<file path="src/rtl/rng_regs.vh">
// Register map, field positions and timing constants of the random word generator
`ifndef RNG_REGS_VH
`define RNG_REGS_VH

////////////////////////////////////////////////////////////////////////////////
// Byte offsets
`define GEN_CONTROL_OFF 8'h00
`define IRQ_ENABLE_SET_OFF 8'h10
`define IRQ_ENABLE_CLEAR_OFF 8'h14
`define IRQ_MASK_VIEW_OFF 8'h18
`define IRQ_STATUS_OFF 8'h1c
`define RANDOM_OUTPUT_OFF 8'h50

////////////////////////////////////////////////////////////////////////////////
// Fields
`define CTRL_ENABLE_BIT 0
`define CTRL_KEY_VALUE 24'h524e47
`define DATA_READY_BIT 0

////////////////////////////////////////////////////////////////////////////////
// Timing and reset values
`define WORD_PERIOD_CYCLES 84
`define RANDOM_OUTPUT_RESET 32'h00000000
`define LFSR_SEED 32'h1d872b41

`endif

</file>
<file path="src/rtl/random_word_generator.v">
// Random word generator with AXI4-Lite register slave and data-ready interrupt
// Register map, byte offsets
// 0x00 generator_control, write-only, key in bits 31:8, enable in bit 0
// 0x10 irq_enable_set, write-only, bit 0 unmasks data-ready
// 0x14 irq_enable_clear, write-only, bit 0 masks data-ready
// 0x18 irq_mask_view, read-only, bit 0 shows the mask
// 0x1c irq_status, cleared on read, bit 0 is data-ready
// 0x50 random_output, read-only, latest complete word
// All registers are 32 bits; unused bits read as zero.
//
// Bus timing
// Write: awready and wready pulse the cycle after valid is seen,
// bvalid follows one cycle after both beats are held.
// Read: arready and rvalid rise together one cycle after arvalid.
// Any other address or access direction answers SLVERR.
// Unmapped reads return zero data with the error response.
// Strobes must all be set for a control write to take effect.
//
// Reset state
// Generator off, interrupt masked, data-ready low, output word zero.
// The shift register reloads its fixed seed on every reset.
//
// Limitations
// The word source is a pseudo-random shift register, not true entropy;
// a silicon noise source would take its place behind the same counter.
// The period counter restarts from zero on every enable.
// Byte strobes are ignored on the interrupt enable registers.
//
// Chosen here: the AXI4-Lite interface to the registers.
`timescale 1ns/1ps
`include "rng_regs.vh"

module random_word_generator #(
    parameter PERIOD = `WORD_PERIOD_CYCLES
) (
    // Clock and reset
    input wire ref_clk_in,
    input wire rst_n_in,
    // AXI4-Lite write address
    input wire s_axi_awvalid_in,
    output reg s_axi_awready_out,
    input wire [7:0] s_axi_awaddr_in,
    // AXI4-Lite write data
    input wire s_axi_wvalid_in,
    output reg s_axi_wready_out,
    input wire [31:0] s_axi_wdata_in,
    input wire [3:0] s_axi_wstrb_in,
    // AXI4-Lite write response
    output reg s_axi_bvalid_out,
    input wire s_axi_bready_in,
    output reg [1:0] s_axi_bresp_out,
    // AXI4-Lite read address
    input wire s_axi_arvalid_in,
    output reg s_axi_arready_out,
    input wire [7:0] s_axi_araddr_in,
    // AXI4-Lite read data
    output reg s_axi_rvalid_out,
    input wire s_axi_rready_in,
    output reg [31:0] s_axi_rdata_out,
    output reg [1:0] s_axi_rresp_out,
    // Interrupt
    output reg irq_out
);

    ////////////////////////////////////////////////////////////////////////////
    // State
    // The counter is 8 bits wide, enough for any period up to 256
    reg enable_ff;
    reg irq_mask_ff;
    reg data_ready_flag_ff;
    reg [31:0] random_output_word_ff;
    reg [31:0] lfsr_ff;
    reg [7:0] count_ff;
    reg aw_held_ff;
    reg w_held_ff;
    reg [7:0] awaddr_ff;
    reg [31:0] wdata_ff;
    reg [3:0] wstrb_ff;

    wire do_write;
    wire do_read;
    wire wr_map;
    wire rd_map;
    wire key_ok;
    wire word_done;
    wire status_read;
    wire [31:0] lfsr_next;
    wire [7:0] period_last;
    wire [31:0] period_full;
    wire key_match;
    wire strobe_full;
    reg [31:0] nxt_rdata;

    // Register hits, each a full 8-bit address compare
    wire wr_ctrl_hit;
    wire wr_ier_hit;
    wire wr_idr_hit;
    wire rd_imr_hit;
    wire rd_isr_hit;
    wire rd_random_output_word_hit;

    ////////////////////////////////////////////////////////////////////////////
    // Write channel capture: address and data accepted in either order
    assign do_write = aw_held_ff && w_held_ff && !s_axi_bvalid_out;
    // Full compare so aliases and misaligned addresses answer SLVERR
    assign wr_ctrl_hit = (awaddr_ff == `GEN_CONTROL_OFF);
    assign wr_ier_hit = (awaddr_ff == `IRQ_ENABLE_SET_OFF);
    assign wr_idr_hit = (awaddr_ff == `IRQ_ENABLE_CLEAR_OFF);
    assign wr_map = wr_ctrl_hit || wr_ier_hit || wr_idr_hit;

    // No new beat is taken while one is held and bvalid stays up until
    // bready, so at most one write is in flight at any time
    always @(posedge ref_clk_in)
    begin
        if (!rst_n_in)
        begin
            aw_held_ff <= 1'b0;
            w_held_ff <= 1'b0;
            awaddr_ff <= 8'h00;
            wdata_ff <= 32'h00000000;
            wstrb_ff <= 4'h0;
            s_axi_awready_out <= 1'b0;
            s_axi_wready_out <= 1'b0;
            s_axi_bvalid_out <= 1'b0;
            s_axi_bresp_out <= 2'b00;
        end
        else
        begin
            // Ready pulses one cycle per accepted beat
            s_axi_awready_out <= 1'b0;
            s_axi_wready_out <= 1'b0;
            if (s_axi_awvalid_in && !aw_held_ff && !s_axi_awready_out)
            begin
                s_axi_awready_out <= 1'b1;
                aw_held_ff <= 1'b1;
                awaddr_ff <= s_axi_awaddr_in;
            end
            if (s_axi_wvalid_in && !w_held_ff && !s_axi_wready_out)
            begin
                s_axi_wready_out <= 1'b1;
                w_held_ff <= 1'b1;
                wdata_ff <= s_axi_wdata_in;
                wstrb_ff <= s_axi_wstrb_in;
            end
            if (do_write)
            begin
                s_axi_bvalid_out <= 1'b1;
                s_axi_bresp_out <= wr_map ? 2'b00 : 2'b10;
            end
            else if (s_axi_bvalid_out && s_axi_bready_in)
            begin
                s_axi_bvalid_out <= 1'b0;
                aw_held_ff <= 1'b0;
                w_held_ff <= 1'b0;
            end
        end
    end

    ////////////////////////////////////////////////////////////////////////////
    // Read channel: one read at a time, answer registered
    // Full compare; write-only offsets read back as SLVERR with zero data
    assign rd_imr_hit = (s_axi_araddr_in == `IRQ_MASK_VIEW_OFF);
    assign rd_isr_hit = (s_axi_araddr_in == `IRQ_STATUS_OFF);
    assign rd_random_output_word_hit = (s_axi_araddr_in == `RANDOM_OUTPUT_OFF);
    assign rd_map = rd_imr_hit || rd_isr_hit || rd_random_output_word_hit;
    assign do_read = s_axi_arvalid_in && !s_axi_arready_out &&
        !s_axi_rvalid_out;
    assign status_read = do_read && rd_isr_hit;

    // Read data select; anything unmapped returns zero
    always @*
    begin
        nxt_rdata = 32'h00000000;
        if (rd_imr_hit)
            nxt_rdata[`DATA_READY_BIT] = irq_mask_ff;
        else if (rd_isr_hit)
            nxt_rdata[`DATA_READY_BIT] = data_ready_flag_ff;
        else if (rd_random_output_word_hit)
            nxt_rdata = random_output_word_ff;
    end

    // rvalid holds with its data until rready and no address is
    // taken meanwhile, so reads never overlap
    always @(posedge ref_clk_in)
    begin
        if (!rst_n_in)
        begin
            s_axi_arready_out <= 1'b0;
            s_axi_rvalid_out <= 1'b0;
            s_axi_rdata_out <= 32'h00000000;
            s_axi_rresp_out <= 2'b00;
        end
        else
        begin
            s_axi_arready_out <= do_read;
            if (do_read)
            begin
                s_axi_rvalid_out <= 1'b1;
                s_axi_rresp_out <= rd_map ? 2'b00 : 2'b10;
                s_axi_rdata_out <= nxt_rdata;
            end
            else if (s_axi_rvalid_out && s_axi_rready_in)
                s_axi_rvalid_out <= 1'b0;
        end
    end

    ////////////////////////////////////////////////////////////////////////////
    // Control and interrupt mask; key guards every generator enable change, not the mask writes
    // Partial strobes could tear the key, so all four lanes must be set
    // A wrong key is answered OKAY but changes nothing
    assign key_match = (wdata_ff[31:8] == `CTRL_KEY_VALUE);
    assign strobe_full = &wstrb_ff;
    assign key_ok = key_match && strobe_full;

    always @(posedge ref_clk_in)
    begin
        if (!rst_n_in)
        begin
            enable_ff <= 1'b0;
            irq_mask_ff <= 1'b0;
        end
        else if (do_write)
        begin
            if (wr_ctrl_hit && key_ok)
                enable_ff <= wdata_ff[`CTRL_ENABLE_BIT];
            if (wr_ier_hit && wdata_ff[`DATA_READY_BIT])
                irq_mask_ff <= 1'b1;
            else if (wr_idr_hit && wdata_ff[`DATA_READY_BIT])
                irq_mask_ff <= 1'b0;
        end
    end

    ////////////////////////////////////////////////////////////////////////////
    // Word engine: a 32-bit LFSR stands in for the entropy source
    // Pseudo-random only; a silicon source would replace this register
    assign lfsr_next = {lfsr_ff[30:0],
        lfsr_ff[31] ^ lfsr_ff[21] ^ lfsr_ff[1] ^ lfsr_ff[0]};
    // Counter end point; PERIOD must stay within 2 to 256
    // A word completes on the last count, then the counter restarts
    assign period_full = PERIOD - 1;
    assign period_last = period_full[7:0];
    assign word_done = enable_ff && (count_ff == period_last);

    always @(posedge ref_clk_in)
    begin
        if (!rst_n_in)
        begin
            lfsr_ff <= `LFSR_SEED;
            count_ff <= 8'h00;
            random_output_word_ff <= `RANDOM_OUTPUT_RESET;
        end
        else
        begin
            // Source keeps stirring even when idle for less predictability
            lfsr_ff <= lfsr_next;
            if (!enable_ff)
                count_ff <= 8'h00;
            else if (word_done)
                count_ff <= 8'h00;
            else
                count_ff <= count_ff + 8'h01;
            if (word_done)
                random_output_word_ff <= lfsr_ff;
        end
    end

    ////////////////////////////////////////////////////////////////////////////
    // Data-ready flag: a new word wins over a status read in the same cycle
    // Disabling clears it at once so a stale word is never flagged
    always @(posedge ref_clk_in)
    begin
        if (!rst_n_in)
            data_ready_flag_ff <= 1'b0;
        else if (word_done)
            data_ready_flag_ff <= 1'b1;
        else if (!enable_ff || status_read)
            data_ready_flag_ff <= 1'b0;
    end

    ////////////////////////////////////////////////////////////////////////////
    // Interrupt output, registered
    // Built from the flag's next value gated by irq_mask_ff, so it follows the flag while unmasked
    // and the pin comes straight from a flip-flop
    always @(posedge ref_clk_in)
    begin
        if (!rst_n_in)
            irq_out <= 1'b0;
        else
            irq_out <= (word_done || (data_ready_flag_ff && enable_ff &&
                !status_read)) && irq_mask_ff;
    end

endmodule // random_word_generator

</file>
<file path="config.mk">
export PLATFORM = sky130hd
export DESIGN_NAME = random_word_generator
export DESIGN_NICKNAME = d
export VERILOG_FILES = /design/src/rtl/random_word_generator.v
export VERILOG_INCLUDE_DIRS = /design/src /design/src/rtl
export SDC_FILE = /design/constraint.sdc
export NUM_CORES = 1
export LEC_CHECK = 0
export ABC_AREA = 1
export BUFFER_PORTS_ARGS = -buffer_cell sky130_fd_sc_hd__buf_2
export CAP_MARGIN = 30
export CORE_MARGIN = 3
export CORE_UTILIZATION = 50
export CTS_CLUSTER_SIZE = 12
export DETAILED_ROUTE_END_ITERATION = 8
export PLACE_DENSITY = 0.73
export SLEW_MARGIN = 15
export SYNTH_ARGS = -nofsm -noshare
export SYNTH_HDL_FRONTEND = slang
export SYNTH_SLANG_ARGS = --single-unit
</file>
<file path="constraint.sdc">
create_clock -name ref_clk_in -period 1.5 [get_ports ref_clk_in]
set_input_delay 0.3 -clock ref_clk_in [delete_from_list [all_inputs] [get_ports ref_clk_in]]
set_output_delay 0.3 -clock ref_clk_in [all_outputs]
set_load 0.03 [all_outputs]
</file>
* Yosys cells after proc, flatten, opt, wreduce, memory -nomap -nowiden
Cells that the tools add are included.
Word-level totals: register bits after elaboration 163, bits of input ports 59, logic and storage cells 99, output and inout port bits 42
Operators by class: add/subtract/negate cells 1, equality and inequality tests 7, bitwise operators 5, reductions and logical operators 43, mux-type cells 23
Operator list (count):
- 31-bit two-way mux | 2
- 8-bit by 5-bit equality test with 1-bit output, second input constant | 4
- 32-bit two-way mux | 1
- 24-bit by 23-bit equality test with 1-bit output, second input constant | 1
- 1-bit logical AND | 19
- 1-bit two-way mux | 18
- 8-bit by 7-bit equality test with 1-bit output, second input constant | 2
- 1-bit zero test | 9
- 8-bit by 1-bit adder with 8-bit output, second input constant | 1
- 8-bit zero test | 1
- 2-bit nonzero test | 4
- 1-bit logical OR | 6
- 2-bit two-way mux | 2
- 2-bit AND reduction | 2
- 4-bit AND reduction | 1
- 3-bit OR reduction | 1
- 1-bit bitwise XOR | 3
- 1-bit NOT | 2

* Depth between registers and ports, before layout
Gate-level depths: netlist of the first run.
word-level depth 8, depth in mapped cells 9, gate-level depth less buffers 9

* Least setup slack after synthesis of the first run
Ideal clock, no wire load.
path type reg-to-reg, start reg count_ff[0], end reg random_output_word_ff[0], period minus slack after synthesis 1361 ps, slack 139 ps, data required time 1368 ps, buffers on the path 1, stages on the path, launching flop included 8, setup time 132 ps, arrival 1229 ps, cell sequence dfxtp_1 -> ha_1 -> nand2_1 -> nor3_4 -> nand2_2 -> clkbuf_1 -> nand2_1 -> a21oi_1
Between the ends: cells in the longest elaborated chain, start to end 2
RTL lines:
- start: declaration | line random_word_generator.v:73 | reg [7:0] count_ff;
- start signal: assignment | line random_word_generator.v:261 | count_ff <= count_ff + 8'h01;
- 8-bit by 7-bit equality test with 1-bit output | line random_word_generator.v:242 | assign word_done = enable_ff && (count_ff == period_last);
- 1-bit logical AND | line random_word_generator.v:242
- end signal: assignment | line random_word_generator.v:250 | random_output_word_ff <= `RANDOM_OUTPUT_RESET;
- end signal: assignment | line random_word_generator.v:263 | random_output_word_ff <= lfsr_ff;
- end: declaration | line random_word_generator.v:71 | reg [31:0] random_output_word_ff;
No other way between the ends. A chain may end at the register's enable or synchronous reset.

* Worst setup path in the final report of the first run
start reg count_ff[1], end reg random_output_word_ff[13]
The elaborated chain is that of the path after synthesis.

==> results of run 1 <==
power groups by stage:
stage	Sequential (uW)	Clock, uW	Combinational (uW)
after floorplan	4440	0	389
after global placement	4420	0	588
after detailed placement	4430	0	614
after CTS	4340	4200	618
after global routing	4360	4390	701
final	4340	4150	615
cell usage in the layout, fill, tap and decap left out, types with 5 or more instances in the layout:
master     synthesis  routed
dfxtp_1          154     152
nand3_1           79      79
clkbuf_16          0      17
inv_6              0       5
o21ai_1           21      21
nand2_1          125     124
buf_4              3      17
inv_1             71      71
o21ai_0           19      19
nor2_1            36      36
or2_2             11      11
a21oi_1          111     111
buf_2              8      91
xor2_1             5       5
final cells by class:
type | instances | share of cell area
multi-input cells | 426 | 0.296
repair buffers | 115 | 0.104
clock inverters | 14 | 0.0235
inverters | 75 | 0.0410
clock buffers | 18 | 0.0609
well taps | 136 | 0.0248
flip-flops and latches | 154 | 0.450
what timing repair did:
action                                  in CTS  in global routing
pin swaps                                    3                  3
hold buffers                                 0                  0
gates cloned                                 0                  1
endpoints found under the setup margin       3                 33
buffers inserted                             1                  1
gates resized for setup                      5                  6
per-layer routing:
layer | vias to the layer above | GRT usage | part of all wire
met3 | 15 | 0.0505 | 0.047
met1 | 2187 | 0.217 | 0.43
li1 | 2430 | - | -
met2 | 98 | 0.343 | 0.51
met5 | - | 0 | 0
met4 | 0 | 0.0649 | 0.014
cells by family (layout without fill, tap and decap cells):
| kind of cell | Yosys count | after routing | share of synthesized area |
|---|---|---|---|
| and+or+nand+nor | 265 | 265 | 0.211 |
| DFF | 154 | 154 | 0.552 |
| AOI/OAI and AO/OA | 152 | 152 | 0.137 |
| buffers and inverters | 119 | 222 | 0.0879 |
| xor gates and xnor gates | 6 | 6 | 0.00941 |
| adders and majority gates | 1 | 1 | 0.00224 |
| other | 1 | 2 | 0.000672 |
flip-flops by register name (all words and copies together), names as in the netlist, 4 cells and up:
signal                 flops
awaddr_ff                  8
count_ff                   8
lfsr_ff                   32
random_output_word_ff     32
s_axi_rdata_out           32
wdata_ff                  25
wstrb_ff                   4
per-stage QoR:
stage,setup TNS [ns],setup WS (ns)
after floorplan,0,0.139
after global placement,0,0.0984
after detailed placement,0,0.0392
after CTS,-0.0291,-0.00943
after global routing,-0.171,-0.0332
final,0,0.0527
worst max-delay path by stage:
| stage | to | depth (start not counted) | slack (ns) | start |
|---|---|---|---|---|
| after floorplan | random_output_word_ff[0] | 7 | 0.14 | count_ff[0] |
| after global placement | s_axi_rresp_out[1] | 7 | 0.1 | s_axi_araddr_in[3] |
| after detailed placement | irq_out | 8 | 0.04 | count_ff[0] |
| after CTS | irq_out | 8 | -0.009 | count_ff[1] |
| after global routing | random_output_word_ff[6] | 7 | -0.03 | count_ff[1] |
| final | random_output_word_ff[13] | 7 | 0.05 | count_ff[1] |
worst min-delay path: cells and delay by family:
kind / cells / cell delay, ns
AOI/OAI and AO/OA: 1 / 0.06
buffers and inverters: 2 / 0.10
and+or+nand+nor: 1 / 0.05
==> impl_metrics.ini, run 1 <==
[run_status]
status = complete, no violations

[global_route]
antenna_found_initial = 0
grt_pass1_vias = 4703
grt_max_degree = 45
grt-ovfl-total = 0
gr-usage-all-layers = 0.190
grt_pass1_wl_um = 20100

[final_layout]
fin_area_um2 = 6860
instances_no_fill = 938
syn2layout_area_growth_pct = 22.9
fillers = 892
multi_input_area_um2 = 2030
antenna_cells = 0
drive_above_1_share = 0.209
ff_latch_area_um2 = 3090
finish.utilization = 0.647
fin_nets = 849

[worst_setup_path]
cpPeakStageDelay_ns = 0.36
r2r_cells = 7
setup.worst_path.end_class = register
criticalPathCategory = reg -> reg
rrSetupSlack_ns = 0.05
start_kind = register
path_delay_family = simple AND/OR/NAND/NOR gates
required_ns = 1.88
crit_path_top_delay_cell = dfxtp_2
crit_chain = ha_4, nand2_2, nor3_4, nand2_4, buf_4, nand2_1, a21oi_1
crit-reg2reg-capture = random_output_word_ff[13]
path_buf_inv = 1
cp.arrival_ns = 1.83
rr_startpoint = count_ff[1]
critPathMaxFanout = 17

[min_path]
hold_depth = 4
hp-class = in -> reg
hold-path-endpoint = s_axi_rvalid_out
hp-start = s_axi_rready_in

[floorplanning]
start_util = 0.526
placementRows = 37
fp.dieW_um = 112
die_area_um2 = 12500
die_y_um = 112
io_pins = 101
core_region_area_um2 = 10600

[synthesis]
synth_cells = 698
synthMostInstantiatedCell = dfxtp_1
synth_area_per_cell_um2 = 8.00
ys_warn_count = 0
netlist_area_um2 = 5580
synth_ff_type = dfxtp_1
yosysSeqAreaShare = 0.552
synth-async-reset-ratio = 0
synth.top_cell.area_share = 0.552
synth.area.top_cells = dfxtp_1 55%, a21oi_1 10%, nand2_1 8.4%
synth_enable_flop_cells = 0
ys_types = 26
synth.largest_area_cell = dfxtp_1
synth_seq_cells = 154
synth_commonest_cells = 154 x dfxtp_1, 125 x nand2_1, 111 x a21oi_1

[placement]
finalWeightedCongestion = 0.809
port_buffers = 91
dpl_cell_area_um2 = 6200
dpl.hpwl_um = 7990
dp.cells = 903

[clock_tree]
cts_htree_levels = 4
cts_buffers = 17
clock-sinks = 154
cts.clk_slew.worst_paths_ns = 0.06
clk_latency_ns = 0.51
cts_tree = built
clock_path_buffers = 2
root_buffer = clkbuf_8

[sta]
rsz0062_at_grt = yes
fmax_mhz = 691
timing_hold_violations_final = 0
fin_crit_ns = 1.45
period_share = 0.965
finalMaxSlewViolations = 0
setup-violations-final = 0
fin_skew_ns = 0.00466
whs_ns = 0.0525

[routing]
vias = 4730
drc = 0
drt_iter0_drc = 208
vias_per_cell = 5.04
routed_wl_um = 11700
wire_per_inst_um = 12.5
antenna_left = 0
first_pass_iters = 5

[power]
p_clk_frac = 0.456
leakage_uw = 0.00292
p_seq_frac = 0.477
ir_drop_mv = 0.916
power_density_nw_per_um2 = 1330
power_frac_comb = 0.067
p_int_uw = 6900
p_switching_uw = 2210
switching_share = 0.242
p_total_uw = 9110

[flow_run]
drv.max_cap_violation_count = 0
(Power assumes the default switching activity.)
==> run 2, diff against run 1 <==
--- a/config.mk
+++ b/config.mk
@@ -10,10 +10,10 @@
 export BUFFER_PORTS_ARGS = -buffer_cell sky130_fd_sc_hd__buf_2
 export CAP_MARGIN = 30
 export CORE_MARGIN = 3
-export CORE_UTILIZATION = 50
+export CORE_UTILIZATION = 55
 export CTS_CLUSTER_SIZE = 12
 export DETAILED_ROUTE_END_ITERATION = 8
-export PLACE_DENSITY = 0.73
+export PLACE_DENSITY = 0.79
 export SLEW_MARGIN = 15
 export SYNTH_ARGS = -nofsm -noshare
 export SYNTH_HDL_FRONTEND = slang
==> run 2 against run 1 <==
Net effect: sequential power about the same; power decreased by 0.38%; critical path depth unchanged; cell count decreased by 0.43%; die area decreased by 8.6%; via count increased by 0.85%; largest power group unchanged.
==> impl_metrics.ini, run 2 (synthesis gave the netlist of run 1 again) <==
[run_status]
status = complete, no violations

[clock_tree]
clock_path_buffers = 2
cts.clk_slew.worst_paths_ns = 0.07
cts_htree_levels = 4
cts_tree = built
clk_latency_ns = 0.53
cts_buffers = 17
clock-sinks = 154
root_buffer = clkbuf_8

[power]
p_int_uw = 6770
power_density_nw_per_um2 = 1330
power_frac_comb = 0.069
leakage_uw = 0.00290
ir_drop_mv = 0.786
p_switching_uw = 2300
p_clk_frac = 0.452
p_total_uw = 9070
switching_share = 0.254
p_seq_frac = 0.479

[worst_setup_path]
cp_num_cells = 7
crit_path_top_delay_cell = dfxtp_1
crit-reg2reg-capture = random_output_word_ff[7]
crit_chain = ha_2, nand2_2, nor3_4, buf_4, clkbuf_4, nand3_1, a21oi_2
cp.arrival_ns = 1.92
path_delay_family = simple AND/OR/NAND/NOR gates
path_buf_inv = 2
start_kind = register
rrSetupSlack_ns = 0.04
r2r_cells = 7
required_ns = 1.97
rr_startpoint = count_ff[1]
cpPeakStageDelay_ns = 0.35
critPathMaxFanout = 7
criticalPathCategory = reg -> reg
setup.worst_path.end_class = register

[floorplanning]
die_area_um2 = 11400
placementRows = 36
die_y_um = 107
start_util = 0.568
io_pins = 101
fp.dieW_um = 107
core_region_area_um2 = 9820

[sta]
fmax_mhz = 686
fin_skew_ns = 0.0115
timing_hold_violations_final = 0
fin_crit_ns = 1.46
rsz0062_at_grt = yes
setup-violations-final = 0
period_share = 0.971
tns_ns = 0
finalMaxSlewViolations = 0

[final_layout]
drive_above_1_share = 0.215
final_cell_mix = 152 x dfxtp_1, 124 x nand2_1, 106 x a21oi_1
fillers = 753
reg.largest.list = lfsr_ff (32), random_output_word_ff (32), s_axi_rdata_out (32)
fin_nets = 848
syn2layout_area_growth_pct = 22.5
antenna_cells = 0
instances_no_fill = 934
final_common_cell = dfxtp_1

[global_route]
gr-usage-all-layers = 0.220
grt-ovfl-total = 0
grt_pass1_wl_um = 20000
grt_max_degree = 40
grt_pass1_vias = 4548
antenna_found_initial = 0

[min_path]
hold-path-endpoint = wdata_ff[11]
hp-start = s_axi_wdata_in[11]
hp-class = in -> reg
hold_depth = 3

[placement]
dp.cells = 898
finalWeightedCongestion = 0.793
dpl.hpwl_um = 7800
port_buffers = 91

[routing]
drc = 0
drt_iter0_drc = 346
first_pass_iters = 4
vias = 4770
wire_per_inst_um = 13.0
routed_wl_um = 12200
antenna_left = 0
vias_per_cell = 5.11

[flow_run]
drv.max_cap_violation_count = 0
-- run 2: worst max path at each step --
| stage | from | endpoint |
|---|---|---|
| floorplan | count_ff[0] | random_output_word_ff[0] |
| global route | count_ff[1] | random_output_word_ff[7] |
| detailed placement | s_axi_araddr_in[3] | s_axi_rdata_out[28] |
| finish | count_ff[1] | random_output_word_ff[7] |
| CTS | count_ff[1] | random_output_word_ff[3] |
| global placement | s_axi_araddr_in[3] | s_axi_rresp_out[1] |
-- run 2: metrics by stage --
step	utilization	instance area (um2)	setup slack, ns	hold slack [ns]
4_1_cts	0.694	6810	0.00149	0.0155
5_1_grt	0.696	6840	-0.0350	0.0317
3_5_place_dp	0.630	6190	0.0622	0.419
3_3_place_gp	0.630	6190	0.0889	0.411
2_1_floorplan	-	5590	0.139	0.407
6_report	0.696	6840	0.0431	0.0343
-- run 2: timing repair --
item	CTS	global route
setup buffers	2	0
gates cloned	1	0
hold buffers	1	0
endpoints found under the setup margin	4	41
hold endpoints to repair	1	0
pin swaps	2	3
gates resized for setup	7	8
-- run 2: worst register-to-register path: cells and delay by family (launching register included) --
family | cells | cell delay [ns]
and+or+nand+nor | 3 | 0.36
DFF | 1 | 0.35
buffers and inverters | 2 | 0.32
adders and majority gates | 1 | 0.21
AOI/OAI and AO/OA | 1 | 0.15
-- run 2: power groups by stage --
stage	Combinational [uW]	Sequential, uW	Clock (uW)
floorplan	389	4440	0
global route	706	4360	4320
finish	625	4340	4100
detailed placement	613	4430	0
global placement	590	4420	0
CTS	623	4340	4120
-- run 2: layer usage --
metal  GRT usage  wire [um]  vias up
li1            -          -     2437
met1       0.259       5150     2178
met2       0.371       6100      132
met3      0.0650        678       23
met4      0.0968        248        0
met5           0          0        -
-- run 2: area by class of cell --
type	count	area, um2	share of cell area
Clock buffer	18	418	0.0611
Clock inverter	14	153	0.0223
Inverter	75	282	0.0412
Multi-Input combinational cell	426	2040	0.298
Sequential cell	154	3090	0.451
Tap cell	133	166	0.0243
Timing Repair Buffer	114	694	0.102
